$ cat src/hw/amev_pkg.sv
package amev_pkg;

	localparam logic [2:0] AMEV_OFF_SCI_SOURCE_ENABLE_2   = 3'h3;
	localparam logic [2:0] AMEV_OFF_STATUS    = 3'h4;
	localparam logic [2:0] AMEV_OFF_ENABLE    = 3'h6;
	localparam logic [2:0] AMEV_OFF_CONTROL   = 3'h7;

	localparam logic [7:0] AMEV_RST_SCI_SOURCE_ENABLE_2   = 8'h00;
	localparam logic [7:0] AMEV_RST_STATUS    = 8'h02;
	localparam logic [7:0] AMEV_RST_ENABLE    = 8'h00;
	localparam logic [7:0] AMEV_RST_CONTROL   = 8'h00;

	localparam int AMEV_NUM_SRC  = 6;
	localparam int AMEV_NUM_EDGE = 3;

	localparam int AMEV_STS_FW_REL   = 0;
	localparam int AMEV_STS_STANDBY  = 1;
	localparam int AMEV_STS_EDGE_LO  = 2;
	localparam int AMEV_EN_SMI       = 0;
	localparam int AMEV_EN_TMR       = 1;
	localparam int AMEV_CTL_FW_OS    = 0;
	localparam int AMEV_CTL_BM       = 1;

	typedef struct packed {
		logic       rd;
		logic       wr;
		logic [2:0] addr;
		logic [7:0] wdata;
	} amev_io_req_t;

	typedef struct packed {
		logic       smi;
		logic       sci;
		logic       group_sci;
		logic       pm_timer_run;
	} amev_evt_t;

endpackage

$ cat src/hw/amev_block.sv
`timescale 1ns/1ps
module amev_block
	import amev_pkg::*;
(
	input  wire logic                     clk,
	input  wire logic                     rstn,
	input  wire amev_io_req_t             io_req,
	output logic [7:0]                    io_rdata,
	input  wire logic [AMEV_NUM_SRC-1:0]  src_irq_status,
	input  wire logic [AMEV_NUM_EDGE-1:0] edge_irq_pin,
	input  wire logic                     global_release_set,
	input  wire logic                     global_event_status_clr,
	input  wire logic                     busmaster_event_status_clr,
	input  wire logic                     global_event_enable,
	input  wire logic                     busmaster_reload_enable,
	output logic                          global_release_flag,
	output logic                          global_event_status,
	output logic                          busmaster_event_status,
	output amev_evt_t                     evt
);

	logic [7:0]               sci_source_enable_2_q;
	logic                     fw_rel_q;
	logic                     standby_q;
	logic [AMEV_NUM_EDGE-1:0] edge_sts_q;
	logic                     smi_en_q;
	logic                     tmr_run_q;
	logic                     fw_os_q;
	logic                     global_release_flag_q;
	logic                     global_event_status_q;
	logic                     busmaster_event_status_q;
	logic [AMEV_NUM_EDGE-1:0] sync1_q;
	logic [AMEV_NUM_EDGE-1:0] sync2_q;
	logic [AMEV_NUM_EDGE-1:0] prev_q;
	logic [7:0]               rdata_q;
	amev_evt_t                evt_q;
	logic                     wr_en2;
	logic                     wr_sts;
	logic                     wr_en;
	logic                     wr_ctl;
	logic                     fw_os_set;
	logic                     bm_set;

	assign wr_en2    = io_req.wr && io_req.addr == AMEV_OFF_SCI_SOURCE_ENABLE_2;
	assign wr_sts    = io_req.wr && io_req.addr == AMEV_OFF_STATUS;
	assign wr_en     = io_req.wr && io_req.addr == AMEV_OFF_ENABLE;
	assign wr_ctl    = io_req.wr && io_req.addr == AMEV_OFF_CONTROL;
	assign fw_os_set = wr_ctl && io_req.wdata[AMEV_CTL_FW_OS];
	assign bm_set    = wr_ctl && io_req.wdata[AMEV_CTL_BM];

	// source enables
	always_ff @(posedge clk or negedge rstn) begin
		if (!rstn) begin
			sci_source_enable_2_q <= AMEV_RST_SCI_SOURCE_ENABLE_2;
		end else if (wr_en2) begin
			sci_source_enable_2_q <= {2'h0, io_req.wdata[AMEV_NUM_SRC-1:0]};
		end
	end

	// misc enable
	always_ff @(posedge clk or negedge rstn) begin
		if (!rstn) begin
			smi_en_q  <= AMEV_RST_ENABLE[AMEV_EN_SMI];
			tmr_run_q <= AMEV_RST_ENABLE[AMEV_EN_TMR];
		end else if (wr_en) begin
			smi_en_q  <= io_req.wdata[AMEV_EN_SMI];
			tmr_run_q <= io_req.wdata[AMEV_EN_TMR];
		end
	end

	// global release flag and firmware release status
	always_ff @(posedge clk or negedge rstn) begin
		if (!rstn) begin
			global_release_flag_q <= 1'b0;
			fw_rel_q  <= AMEV_RST_STATUS[AMEV_STS_FW_REL];
		end else begin
			if (global_release_set) begin
				global_release_flag_q <= 1'b1;
			end else if (wr_sts && io_req.wdata[AMEV_STS_FW_REL]) begin
				global_release_flag_q <= 1'b0;
			end
			if (global_release_set ||
			    (global_release_flag_q && !(wr_sts && io_req.wdata[AMEV_STS_FW_REL]))) begin
				fw_rel_q <= 1'b1;
			end else if (wr_sts && io_req.wdata[AMEV_STS_FW_REL]) begin
				fw_rel_q <= 1'b0;
			end
		end
	end

	// standby power-on status
	always_ff @(posedge clk or negedge rstn) begin
		if (!rstn) begin
			standby_q <= AMEV_RST_STATUS[AMEV_STS_STANDBY];
		end else if (wr_sts && io_req.wdata[AMEV_STS_STANDBY]) begin
			standby_q <= 1'b0;
		end
	end

	// edge interrupt inputs
	always_ff @(posedge clk or negedge rstn) begin
		if (!rstn) begin
			sync1_q <= '0;
			sync2_q <= '0;
			prev_q  <= '0;
		end else begin
			sync1_q <= edge_irq_pin;
			sync2_q <= sync1_q;
			prev_q  <= sync2_q;
		end
	end

	for (genvar i = 0; i < AMEV_NUM_EDGE; i++) begin : g_edge
		always_ff @(posedge clk or negedge rstn) begin
			if (!rstn) begin
				edge_sts_q[i] <= AMEV_RST_STATUS[AMEV_STS_EDGE_LO+i];
			end else if (sync2_q[i] != prev_q[i]) begin
				edge_sts_q[i] <= 1'b1;
			end else if (wr_sts && io_req.wdata[AMEV_STS_EDGE_LO+i]) begin
				edge_sts_q[i] <= 1'b0;
			end
		end
	end

	// control: firmware-to-os release and busmaster trigger
	always_ff @(posedge clk or negedge rstn) begin
		if (!rstn) begin
			fw_os_q   <= AMEV_RST_CONTROL[AMEV_CTL_FW_OS];
			global_event_status_q <= 1'b0;
			busmaster_event_status_q  <= 1'b0;
		end else begin
			if (fw_os_set) begin
				fw_os_q   <= 1'b1;
				global_event_status_q <= 1'b1;
			end else if (global_event_status_clr) begin
				fw_os_q   <= 1'b0;
				global_event_status_q <= 1'b0;
			end
			if (bm_set) begin
				busmaster_event_status_q <= 1'b1;
			end else if (busmaster_event_status_clr) begin
				busmaster_event_status_q <= 1'b0;
			end
		end
	end

	// event outputs
	always_ff @(posedge clk or negedge rstn) begin
		if (!rstn) begin
			evt_q <= '0;
		end else begin
			evt_q.group_sci    <= |(src_irq_status & sci_source_enable_2_q[AMEV_NUM_SRC-1:0]);
			evt_q.smi          <= global_release_flag_q && smi_en_q;
			evt_q.sci          <= (fw_os_set && global_event_enable) ||
			                      (bm_set && busmaster_reload_enable);
			evt_q.pm_timer_run <= tmr_run_q;
		end
	end

	// read data
	always_ff @(posedge clk or negedge rstn) begin
		if (!rstn) begin
			rdata_q <= 8'h00;
		end else if (io_req.rd) begin
			unique case (io_req.addr)
				AMEV_OFF_SCI_SOURCE_ENABLE_2: rdata_q <= sci_source_enable_2_q;
				AMEV_OFF_STATUS:  rdata_q <= {3'h0, edge_sts_q, standby_q, fw_rel_q};
				AMEV_OFF_ENABLE:  rdata_q <= {6'h00, tmr_run_q, smi_en_q};
				AMEV_OFF_CONTROL: rdata_q <= {7'h00, fw_os_q};
				default:          rdata_q <= 8'h00;
			endcase
		end
	end

	assign io_rdata               = rdata_q;
	assign evt                    = evt_q;
	assign global_release_flag    = global_release_flag_q;
	assign global_event_status    = global_event_status_q;
	assign busmaster_event_status = busmaster_event_status_q;

endmodule

$ cat config.mk
export PLATFORM = sky130hd
export DESIGN_NAME = amev_block
export DESIGN_NICKNAME = d
export VERILOG_FILES = /design/src/hw/amev_pkg.sv /design/src/hw/amev_block.sv
export SDC_FILE = /design/constraint.sdc
export NUM_CORES = 1
export LEC_CHECK = 0
export BUFFER_PORTS_ARGS = -buffer_cell sky130_fd_sc_hd__buf_4
export CAP_MARGIN = 20
export CORE_ASPECT_RATIO = 1.25
export CORE_MARGIN = 8
export CORE_UTILIZATION = 53
export DETAILED_ROUTE_END_ITERATION = 12
export PLACE_DENSITY = 0.82
export SYNTH_ARGS = -nofsm -noshare
export SYNTH_HDL_FRONTEND = slang
export SYNTH_SLANG_ARGS = --single-unit
$ cat constraint.sdc
create_clock -name clk -period 2 [get_ports clk]
set_input_delay 0.1 -clock clk [delete_from_list [all_inputs] [get_ports clk]]
set_output_delay 0.1 -clock clk [all_outputs]
set_load 0.01 [all_outputs]
---- Word-level counts from Yosys, hierarchy flattened ----
Index checks and enable logic that the tools add are counted.
storage, ports and cells
  logic and storage cells ................. 67
  output and inout bits ................... 15
  bits of input ports ..................... 29
  bits in registers ....................... 37
operators by class
  muxes and demuxes ....................... 14
  equal/unequal tests ..................... 7
  bitwise gates (word level) .............. 1
  reduce and logical (&&, ||, !) cells .... 26
operator list
  operator            count
  $pmux 6 s4          1
  $logic_and 1x1->1   15
  $reduce_bool 2->1   7
  $mux 1              13
  $eq 3x3->1 const B  3
  $and 6x6->6         1
  $reduce_or 6->1     1
  $eq 3x2->1 const B  1
  $ne 1x1->1          3
  $logic_or 1x1->1    2
  $logic_not 1->1     1

---- Depth between registers and ports, before layout ----
Gate-level depths: netlist of run 1.
  depth in word-level cells ............... 7
  mapped depth ............................ 5
  gate-level depth less buffers ........... 3

---- Worst setup path after synthesis of run 1 ----
Ideal clock, no wire load.
  kind .................................... reg2reg
  start point ............................. register tmr_run_q
  end point ............................... register rdata_q[1] (netlist: io_rdata[1])
  setup time .............................. 0.125 ns
  buffers on the path ..................... 0
  data required time ...................... 1.875 ns
  data arrival time ....................... 1.094 ns
  setup slack ............................. 0.780 ns
  period minus slack after synthesis ...... 1.220 ns
  stages on the path, launching flop included .. 4
  cells stage by stage .................... dfrtp_1 -> mux2_4 -> a32o_1 -> mux2_4
on the way
  word-level cells in the longest chain between the ends .. 1
RTL lines
  element                 RTL line           text
  start, declared         amev_block.sv:27   logic tmr_run_q;
  start signal, assigned  amev_block.sv:64   tmr_run_q <= AMEV_RST_ENABLE[AMEV_EN_TMR];
  start signal, assigned  amev_block.sv:67   tmr_run_q <= io_req.wdata[AMEV_EN_TMR];
  $pmux 6 s4              amev_block.sv:165  unique case (io_req.addr)
  end signal, assigned    amev_block.sv:166  AMEV_OFF_SCI_SOURCE_ENABLE_2: rdata_q <= sci_source_enable_2_q;
  end signal, assigned    amev_block.sv:167  AMEV_OFF_STATUS: rdata_q <= {3'h0, edge_sts_q, standby_q, fw_rel_q};
  end signal, assigned    amev_block.sv:168  AMEV_OFF_ENABLE: rdata_q <= {6'h00, tmr_run_q, smi_en_q};
  end, declared           amev_block.sv:35   logic [7:0] rdata_q;
Every way passes these cells.
A chain may end at the register's enable or synchronous reset.

---- Worst setup path in the final report of run 1 ----
  start point ............................. register sci_source_enable_2_q[0]
  end point ............................... register evt_q (netlist bit evt[1])
on the way
  word-level cells in the longest chain between the ends .. 2
RTL lines
  element                 RTL line           text
  start, declared         amev_block.sv:22   logic [7:0] sci_source_enable_2_q;
  start signal, assigned  amev_block.sv:56   sci_source_enable_2_q <= {2'h0, io_req.wdata[AMEV_NUM_SRC-1:0]};
  $and 6x6->6             amev_block.sv:152  evt_q.group_sci <= |(src_irq_status & sci_source_enable_2_q[AMEV_NUM_SRC-1:0]);
  $reduce_or 6->1         amev_block.sv:152
  end, declared           amev_block.sv:36   amev_evt_t evt_q;
Every way passes these cells.

==> results of run 1 <==
## per-stage QoR
stage / power, µW / hold slack, ps / utilization
floorplan: 939 / -196 / -
global placement: 1050 / 63.1 / 0.683
detailed placement: 1070 / 65.5 / 0.683
CTS: 1440 / 1.71 / 0.757
global route: 1500 / 18.4 / 0.761
finish: 1430 / 23.1 / 0.761
## registers in the layout (all words and copies together) (netlist names)
signal	cells
sync2_q	3
busmaster_event_status	1
io_rdata	6
evt	4
sci_source_enable_2_q	6
fw_rel_q	1
global_release_flag	1
global_event_status	1
tmr_run_q	1
smi_en_q	1
edge_sts_q	3
standby_q	1
sync1_q	3
prev_q	3
## cells by family after synthesis
| family | share of synthesized area |
|---|---|
| buffers and inverters | 0.0356 |
| other | 0.00273 |
| AO/OA/AOI/OAI | 0.118 |
| multiplexers | 0.0958 |
| flip-flops | 0.640 |
| AND/OR/NAND/NOR | 0.0894 |
| XOR/XNOR | 0.0192 |
## metal layers
metal	share of wire	routed length (µm)	up-vias	GRT usage
met4	0.021	62	0	0.0838
li1	-	-	477	-
met5	0	0	-	0
met3	0.084	250	8	0.0494
met1	0.36	1090	487	0.146
met2	0.53	1580	33	0.238
## repair_timing
item | in CTS | in global routing
hold endpoints to repair | 46 | 1
endpoints found under the setup margin | 0 | 0
hold buffers | 13 | 1
## worst paths after layout
check,slack [ps],to,startpoint,cells after the start
min in group asynchronous,230,io_rdata[3]$_DFFE_PN0P_,rstn,2
max in group asynchronous,1420,standby_q$_DFFE_PN1P_,rstn,2
setup reg to reg,630,evt[1]$_DFF_PN0_,sci_source_enable_2_q[0]$_DFFE_PN0P_,3
setup / recovery,630,evt[1]$_DFF_PN0_,sci_source_enable_2_q[0]$_DFFE_PN0P_,3
hold / removal,20,io_rdata[3]$_DFFE_PN0P_,io_req[12],2
hold reg to reg,360,sync2_q[0]$_DFF_PN0_,sync1_q[0]$_DFF_PN0_,0
## critical path, delay by kind of cell (launching register included)
kind | cells | cell delay [ps]
buf+inv | 1 | 560
flops | 1 | 410
compound gates | 1 | 200
simple gates | 1 | 100
## power groups by stage
stage | Sequential, µW | Combinational [µW] | Clock [µW]
after global routing | 833 | 273 | 394
after global placement | 834 | 217 | 0
after detailed placement | 840 | 226 | 0
after floorplan | 841 | 97.1 | 0
final | 826 | 253 | 349
after CTS | 826 | 252 | 364
## cell usage in the layout, fill, tap and decap left out, types with 2 or more instances in the layout
cell,count
buf_4,39
dfrtp_1,34
dlygate4sd3_1,14
mux2_2,9
a22oi_1,7
nand2_1,7
a21o_1,5
clkbuf_4,5
inv_1,4
nor2_1,4
o21ai_0,3
a21oi_1,3
xor2_1,3
nand3_1,2
mux2_4,2
conb_1,2
clkbuf_1,2
## final cells by class
| class | count | area share |
|---|---|---|
| tap | 33 | 0.0221 |
| multi-input combinational | 61 | 0.241 |
| inverter | 4 | 0.00805 |
| clock inverter | 1 | 0.00268 |
| timing repair buffer | 53 | 0.232 |
| clock buffer | 7 | 0.0241 |
| sequential | 35 | 0.470 |
==> impl_results.md, run 1 <==
* Status: complete, no violations
* Post_cts resized at 0
* DRT iter0 DRCs at 26
* Count of cell types in the netlist at 31
* Post-synthesis cell area at roughly 1400 µm²
* CTS Buf Count at 5
* HPWL after DPL at around 2100 µm
* Root Buffer: clkbuf_4
* Maximum vdd drop at approximately 0.00064 V
* Clk pwr share at 0.244
* DR pass1 iterations at 4
* Clock Path Buffers at 2
* Clock Latency Late Sink at around 330 ps
* Hold crit path type: input pin to register
* Setup Crit Path Kind: register to register
* Sequential share of power at 0.579
* Cell with the most instances after synthesis: dfrtp_1
* Critical path's largest stage delay at roughly 560 ps
* PortBufs at 39
* Flops & latches, synth at 35
* CP Cell Sequence: a22oi_1, nand3_1, dlygate4sd3_1
* EDFF count, synth at 0
* Die X at 61.5 µm
* Synth top area cells: dfrtp_1 (62%), mux2_2 (7.4%), a22oi_1 (3.8%), a21o_1 (2.7%), mux2_4 (2.2%)
* Nets at between 150 and 200
* Max-slew violation count at 0
* Average wire per standard cell at between 15 and 20 µm
* Post-synth top area share at 0.620
* Initial antenna violation count at 0
* # fillers at approximately 170
* Clock slew at reported path FFs at approximately 100 ps
* Worst Setup End Kind: register
* Top cells by count, synth: dfrtp_1 (34), mux2_2 (9), a22oi_1 (7), nand2_1 (7), a21o_1 (5)
* CTS tree: built
* Gate Count Post-Synth at approximately 100
* Vias in the first global route at about 1000
* Postcts setup bufs at 0
* TritonCTS sink count at 35
* Sw Ratio at 0.251
* Crit path required time at around 2200 ps
* Slowest stage cell on the critical path: dlygate4sd3_1
* Clk_skew at 8.32 ps
* F_max at 0.730 GHz
* Pwr Density at roughly 770 nW/µm²
* Sequential area share after synthesis at 0.640
* Die Y at around 73 µm
* Logic pwr share at 0.177
* Total grt overflow at 0
* Setup TNS at 0 ps
* Register Area at 877 µm²
* # diodes at 0
* Core area at 2450 µm²
* Leak at approximately 0.00085 µW
* Final std cell area, no fill at approximately 1900 µm²
* Setup violators final at 0
* Power Internal at approximately 1100 µW
* Ys flop type: dfrtp_1
* Vias per inst at just over 5
* Worst Slack Setup Final at 629 ps
* Ys Warns at 0
* Area of the multi-input gates at between 400 and 500 µm²
* Final wirelength at 2980 µm
* DP Area at 1680 µm²
* Share of layout cells above drive strength 1 at 0.373
* Routed Antenna Nets at 0
* Ports at 44
* Row count at 20
* Layout area overhead at 36.0%
* Initial Util at 0.559
* RSZ-0062 raised after global routing: false
* Largest net degree at the start of global routing at 36
* Maximum fanout along the worst path at 3
* H-Tree Depth at 2
* Syn_area_per_cell at 13.2 µm²
* Final hold vios at 0
* Post-synth top area cell: dfrtp_1
* Maxcap violations at 0
* Cell Count Post-Placement at around 170
* DRC Markers at 0
* Final period utilization at 0.685
* Post-Place Worst Slack at 737 ps
* CP startpoint kind: register
* Post-synthesis async set-or-reset flop share at 1.00
* P_sw at 359 µW
* CP arrival at about 1600 ps
* Fin crit period at ~1400 ps
* Gr usage total at 0.142
* Die Area at between 4000 and 5000 µm²
* Global-route wire length before repair at about 4600 µm
* Vias at 1005
* Fin cells at approximately 190
* Gp weighted congestion at roughly 0.78
Power figures use the tool's default switching activity.
==> run 2, diff against run 1 <==
--- a/config.mk
+++ b/config.mk
@@ -9,9 +9,9 @@
 export CAP_MARGIN = 20
 export CORE_ASPECT_RATIO = 1.25
 export CORE_MARGIN = 8
-export CORE_UTILIZATION = 53
+export CORE_UTILIZATION = 44
 export DETAILED_ROUTE_END_ITERATION = 12
-export PLACE_DENSITY = 0.82
+export PLACE_DENSITY = 0.72
 export SYNTH_ARGS = -nofsm -noshare
 export SYNTH_HDL_FRONTEND = slang
 export SYNTH_SLANG_ARGS = --single-unit
==> constraint.sdc (replaced) <==
create_clock -name clk -period 1.2 [get_ports clk]
set_input_delay 0.06 -clock clk [delete_from_list [all_inputs] [get_ports clk]]
set_output_delay 0.06 -clock clk [all_outputs]
set_load 0.01 [all_outputs]
==> impl_results.md, run 2 (synthesized netlist as in run 1, its figures left out) <==
* Status: complete, but fails checks
* Violated checks: negative setup slack
* Setup TNS at -22.1 ps
* Maximum fanout along the worst path at 2
* PortBufs at 39
* Layout area overhead at 42.3%
* Final period utilization at 1.02
* Post-layout util at 0.663
* Initial antenna violation count at 0
* Ports at 44
* Root Buffer: clkbuf_4
* Pwr Density at 1230 nW/µm²
* Maxcap violations at 0
* Max-slew violation count at 0
* Setup Crit Path Kind: register to register
* Vias per inst at ~5.0
* Average wire per standard cell at roughly 15 µm
* RSZ-0062 raised after global routing: true
* Clock Latency Late Sink at roughly 320 ps
* HPWL after DPL at between 2000 and 2500 µm
* Clock slew at reported path FFs at 100 ps
* Most frequent cells in the layout: buf_4 (42), dfrtp_1 (34), dlygate4sd3_1 (20)
* Total grt overflow at 0
* Final wirelength at roughly 3000 µm
* # diodes at 0
* Most common cell after layout, fill and taps aside: buf_4
* Gr usage total at 0.128
* CTS tree: built
* Post_cts resized at 0
* DP Area at ~1700 µm²
* Leak at about 0.00089 µW
* Final hold vios at 0
* Final std cell area, no fill at slightly below 2000 µm²
* Vias in the first global route at about 1100
* Row count at 22
* Core area at around 2900 µm²
* CTS Buf Count at 5
* Fin crit period at 1220 ps
* # fillers at between 200 and 250
* Maximum vdd drop at 0.000885 V
* Hold crit path type: input pin to register
* DR pass1 iterations at 4
* H-Tree Depth at 2
* CP startpoint kind: register
* Worst Slack Setup Final at -22.1 ps
* DRC Markers at 0
* Global-route wire length before repair at 5110 µm
* DRT iter0 DRCs at 35
* Worst Setup End Kind: register
* TritonCTS sink count at 35
* Register Area at between 800 and 900 µm²
* Share of layout cells above drive strength 1 at 0.371
* F_max at about 0.82 GHz
* Initial Util at 0.466
* Clock Path Buffers at 2
* Gp weighted congestion at 0.729
* Largest net degree at the start of global routing at 36
* Routed Antenna Nets at 0
* Nets at slightly below 200
* Crit path required time at between 1000 and 1500 ps
* Clk_skew at between 8 and 9 ps
* Die Area at about 5200 µm²
* Die Y at ~80 µm
* Die X at between 60 and 70 µm
* Setup violators final at 1
* Vias at around 1000
* Area of the multi-input gates at 449 µm²
* CP arrival at 1430 ps
* Total Power at 2390 µW
[run 2: cell count changes in the layout (fill, tap and decap cells not counted), sizes merged]
cell	delta
dlygate4sd3	+6
buf	+3
[run 2: area by class of cell]
| class | instances | share of cell area |
|---|---|---|
| Sequential cell | 35 | 0.449 |
| Timing Repair Buffer | 62 | 0.264 |
| Multi-Input combinational cell | 61 | 0.230 |
| Clock buffer | 7 | 0.0231 |
| Tap cell | 36 | 0.0231 |
| Inverter | 4 | 0.00769 |
| Clock inverter | 1 | 0.00256 |
[run 2: power breakdown]
group	internal (µW)	leakage [µW]	switching, µW
registers	1300	0.000407	71.0
clock network	228	0.0000293	346
logic	275	0.000453	171
[run 2: metrics by stage]
step                setup WS, ps  hold WS [ps]  instances
floorplan                   17.5          -236        105
global placement            16.5          26.2        177
detailed placement          1.77          31.6        177
CTS                        -22.4          1.16        206
global route               -66.6          1.41        206
finish                     -22.1          7.05        206
[run 2: timing repair]
item                       in CTS  in global routing
cloned                          0                  0
hold endpoints to repair       52                  0
setup buffers                   1                  0
setup endpoints to repair       1                  1
hold buffers                   20                  0
[run 2: critical path: stages, from the launching register on]
cell,delay [ps]
dfrtp_1,390
mux2_4,260
a32o_1,220
mux2_4,250
[run 2: final timing paths]
| path | from | to | slack, ps | cells past startpoint |
|---|---|---|---|---|
| max | tmr_run_q$_DFFE_PN0P_ | io_rdata[1]$_DFFE_PN0P_ | -20 | 3 |
| min | src_irq_status[2] | evt[1]$_DFF_PN0_ | 7 | 3 |
| max reg2reg | tmr_run_q$_DFFE_PN0P_ | io_rdata[1]$_DFFE_PN0P_ | -20 | 3 |
| min reg2reg | sync1_q[0]$_DFF_PN0_ | sync2_q[0]$_DFF_PN0_ | 360 | 0 |
| max in group asynchronous | rstn | standby_q$_DFFE_PN1P_ | 660 | 2 |
| min in group asynchronous | rstn | sync1_q[2]$_DFF_PN0_ | 210 | 2 |
[run 2: layer usage]
metal  wire length (µm)  track usage  vias up
met2               1640        0.218       28
met3                184       0.0440        6
met5                  0            0        -
li1                   -            -      493
met4                 76       0.0728        0
met1               1130        0.133      507
==> run 3, diff against run 2 <==
--- a/config.mk
+++ b/config.mk
@@ -12,6 +12,7 @@
 export CORE_UTILIZATION = 44
 export DETAILED_ROUTE_END_ITERATION = 12
 export PLACE_DENSITY = 0.72
+export RECOVER_POWER = 50
 export SYNTH_ARGS = -nofsm -noshare
 export SYNTH_HDL_FRONTEND = slang
 export SYNTH_SLANG_ARGS = --single-unit
==> impl_results.md, run 3 (synthesized netlist as in run 1, its figures left out) <==
* Vias at 1030
* DR pass1 iterations at 4
* # diodes at 0
* Final hold vios at 0
* Least-Margin Pin Slew at 822 ps
* Fin crit period at approximately 1200 ps
* Final hold slack at 7.05 ps
* Global-route wire length before repair at ~5100 µm
* Share of layout cells above drive strength 1 at 0.371
* HPWL after DPL at ~2100 µm
* Clock Latency Late Sink at around 320 ps
* Status: complete, but fails checks
* Final wirelength at between 3000 and 4000 µm
* CTS tree: built
* TritonCTS sink count at 35
* DRT iter0 DRCs at 35
* # fillers at around 230
* Max-slew violation count at 0
* Maxcap violations at 0
* Fin cells at 206
* Core area at 2950 µm²
* CP arrival at ~1400 ps
* Post_cts resized at 0
* Final period utilization at 1.02
* Die Y at between 70 and 80 µm
* Hold crit path type: input pin to register
* Maximum fanout along the worst path at 2
* Total Power at around 2400 µW
* DP Area at 1690 µm²
* DRC Markers at 0
* Clock Path Buffers at 2
* Setup Crit Path Kind: register to register
* Register Area at approximately 880 µm²
* Most frequent cells in the layout: buf_4 (38), dfrtp_1 (34), dlygate4sd3_1 (20)
* CP startpoint kind: register
* Violated checks: negative setup slack
* Layout area overhead at 42.2%
* Largest net degree at the start of global routing at 36
* PortBufs at 39
* Pwr Density at approximately 1200 nW/µm²
* Cell Count Post-Placement at around 180
* RSZ-0062 raised after global routing: true
* Clk_skew at 8.39 ps
* Total grt overflow at 0
* Final std cell area, no fill at around 2000 µm²
* CTS Buf Count at 5
* Maximum vdd drop at approximately 0.00088 V
* Setup violators final at 1
* Die X at roughly 66 µm
* Vias per inst at around 5.0
* Gr usage total at 0.128
* Row count at 22
* Crit path required time at around 1400 ps
* Routed Antenna Nets at 0
* Average wire per standard cell at 14.7 µm
* Nets at between 150 and 200
* Clock slew at reported path FFs at 100 ps
* H-Tree Depth at 2
* Initial antenna violation count at 0
* Gp weighted congestion at 0.729
* Max-slew headroom at 0.452
* Area of the multi-input gates at ~450 µm²
* Worst Setup End Kind: register
* Leak at a little under 0.0009 µW
* Die Area at 5170 µm²
* Post-layout util at 0.662
* Initial Util at 0.466
* Most common cell after layout, fill and taps aside: buf_4
* Worst Slack Setup Final at -22.1 ps
* Vias in the first global route at 1073
* F_max at just over 0.8 GHz
* Root Buffer: clkbuf_4
* Ports at between 40 and 50
run 3: worst paths after layout:
check | start | end | slack, ps | depth (start not counted)
setup / recovery | tmr_run_q$_DFFE_PN0P_ | io_rdata[1]$_DFFE_PN0P_ | -20 | 3
hold / removal | src_irq_status[2] | evt[1]$_DFF_PN0_ | 7 | 3
setup reg to reg | tmr_run_q$_DFFE_PN0P_ | io_rdata[1]$_DFFE_PN0P_ | -20 | 3
hold reg to reg | sync1_q[0]$_DFF_PN0_ | sync2_q[0]$_DFF_PN0_ | 360 | 0
max in group asynchronous | rstn | busmaster_event_status$_DFFE_PN0P_ | 320 | 2
min in group asynchronous | rstn | sync1_q[2]$_DFF_PN0_ | 360 | 2
run 3: cell type report:
class,instances,share of cell area
clock buffer,7,0.0231
clock inverter,1,0.00257
inverter,4,0.00770
multi-input combinational,61,0.230
sequential,35,0.450
tap,36,0.0231
timing repair buffer,62,0.263
run 3: metrics by stage:
| stage | worst slack, ps | setup TNS, ps |
|---|---|---|
| 4_1_cts | -22.4 | -22.4 |
| 3_5_place_dp | 1.77 | 0 |
| 2_1_floorplan | 17.5 | 0 |
| 3_3_place_gp | 16.5 | 0 |
| 6_report | -22.1 | -22.1 |
| 5_1_grt | -66.6 | -66.6 |
run 3: timing repair:
item	CTS	global route
hold endpoints to repair	52	0
hold buffers	20	0
setup endpoints to repair	1	1
buffers inserted	1	0
run 3: metal layers:
| layer | vias up | wire length (µm) | track usage |
|---|---|---|---|
| met5 | - | 0 | 0 |
| met1 | 503 | 1130 | 0.133 |
| met3 | 6 | 184 | 0.0440 |
| li1 | 493 | - | - |
| met2 | 28 | 1640 | 0.218 |
| met4 | 0 | 76 | 0.0728 |
run 3: report_power, final:
part	internal [µW]	total (µW)	switching, µW
registers	1300	1370	71.1
clock network	228	574	346
logic	274	444	170
total	1800	2390	587
run 3: worst max-delay path, stage by stage (launching register included):
cell and delay (ps):
dfrtp_1 390, mux2_4 260, a32o_1 220, mux2_4 250
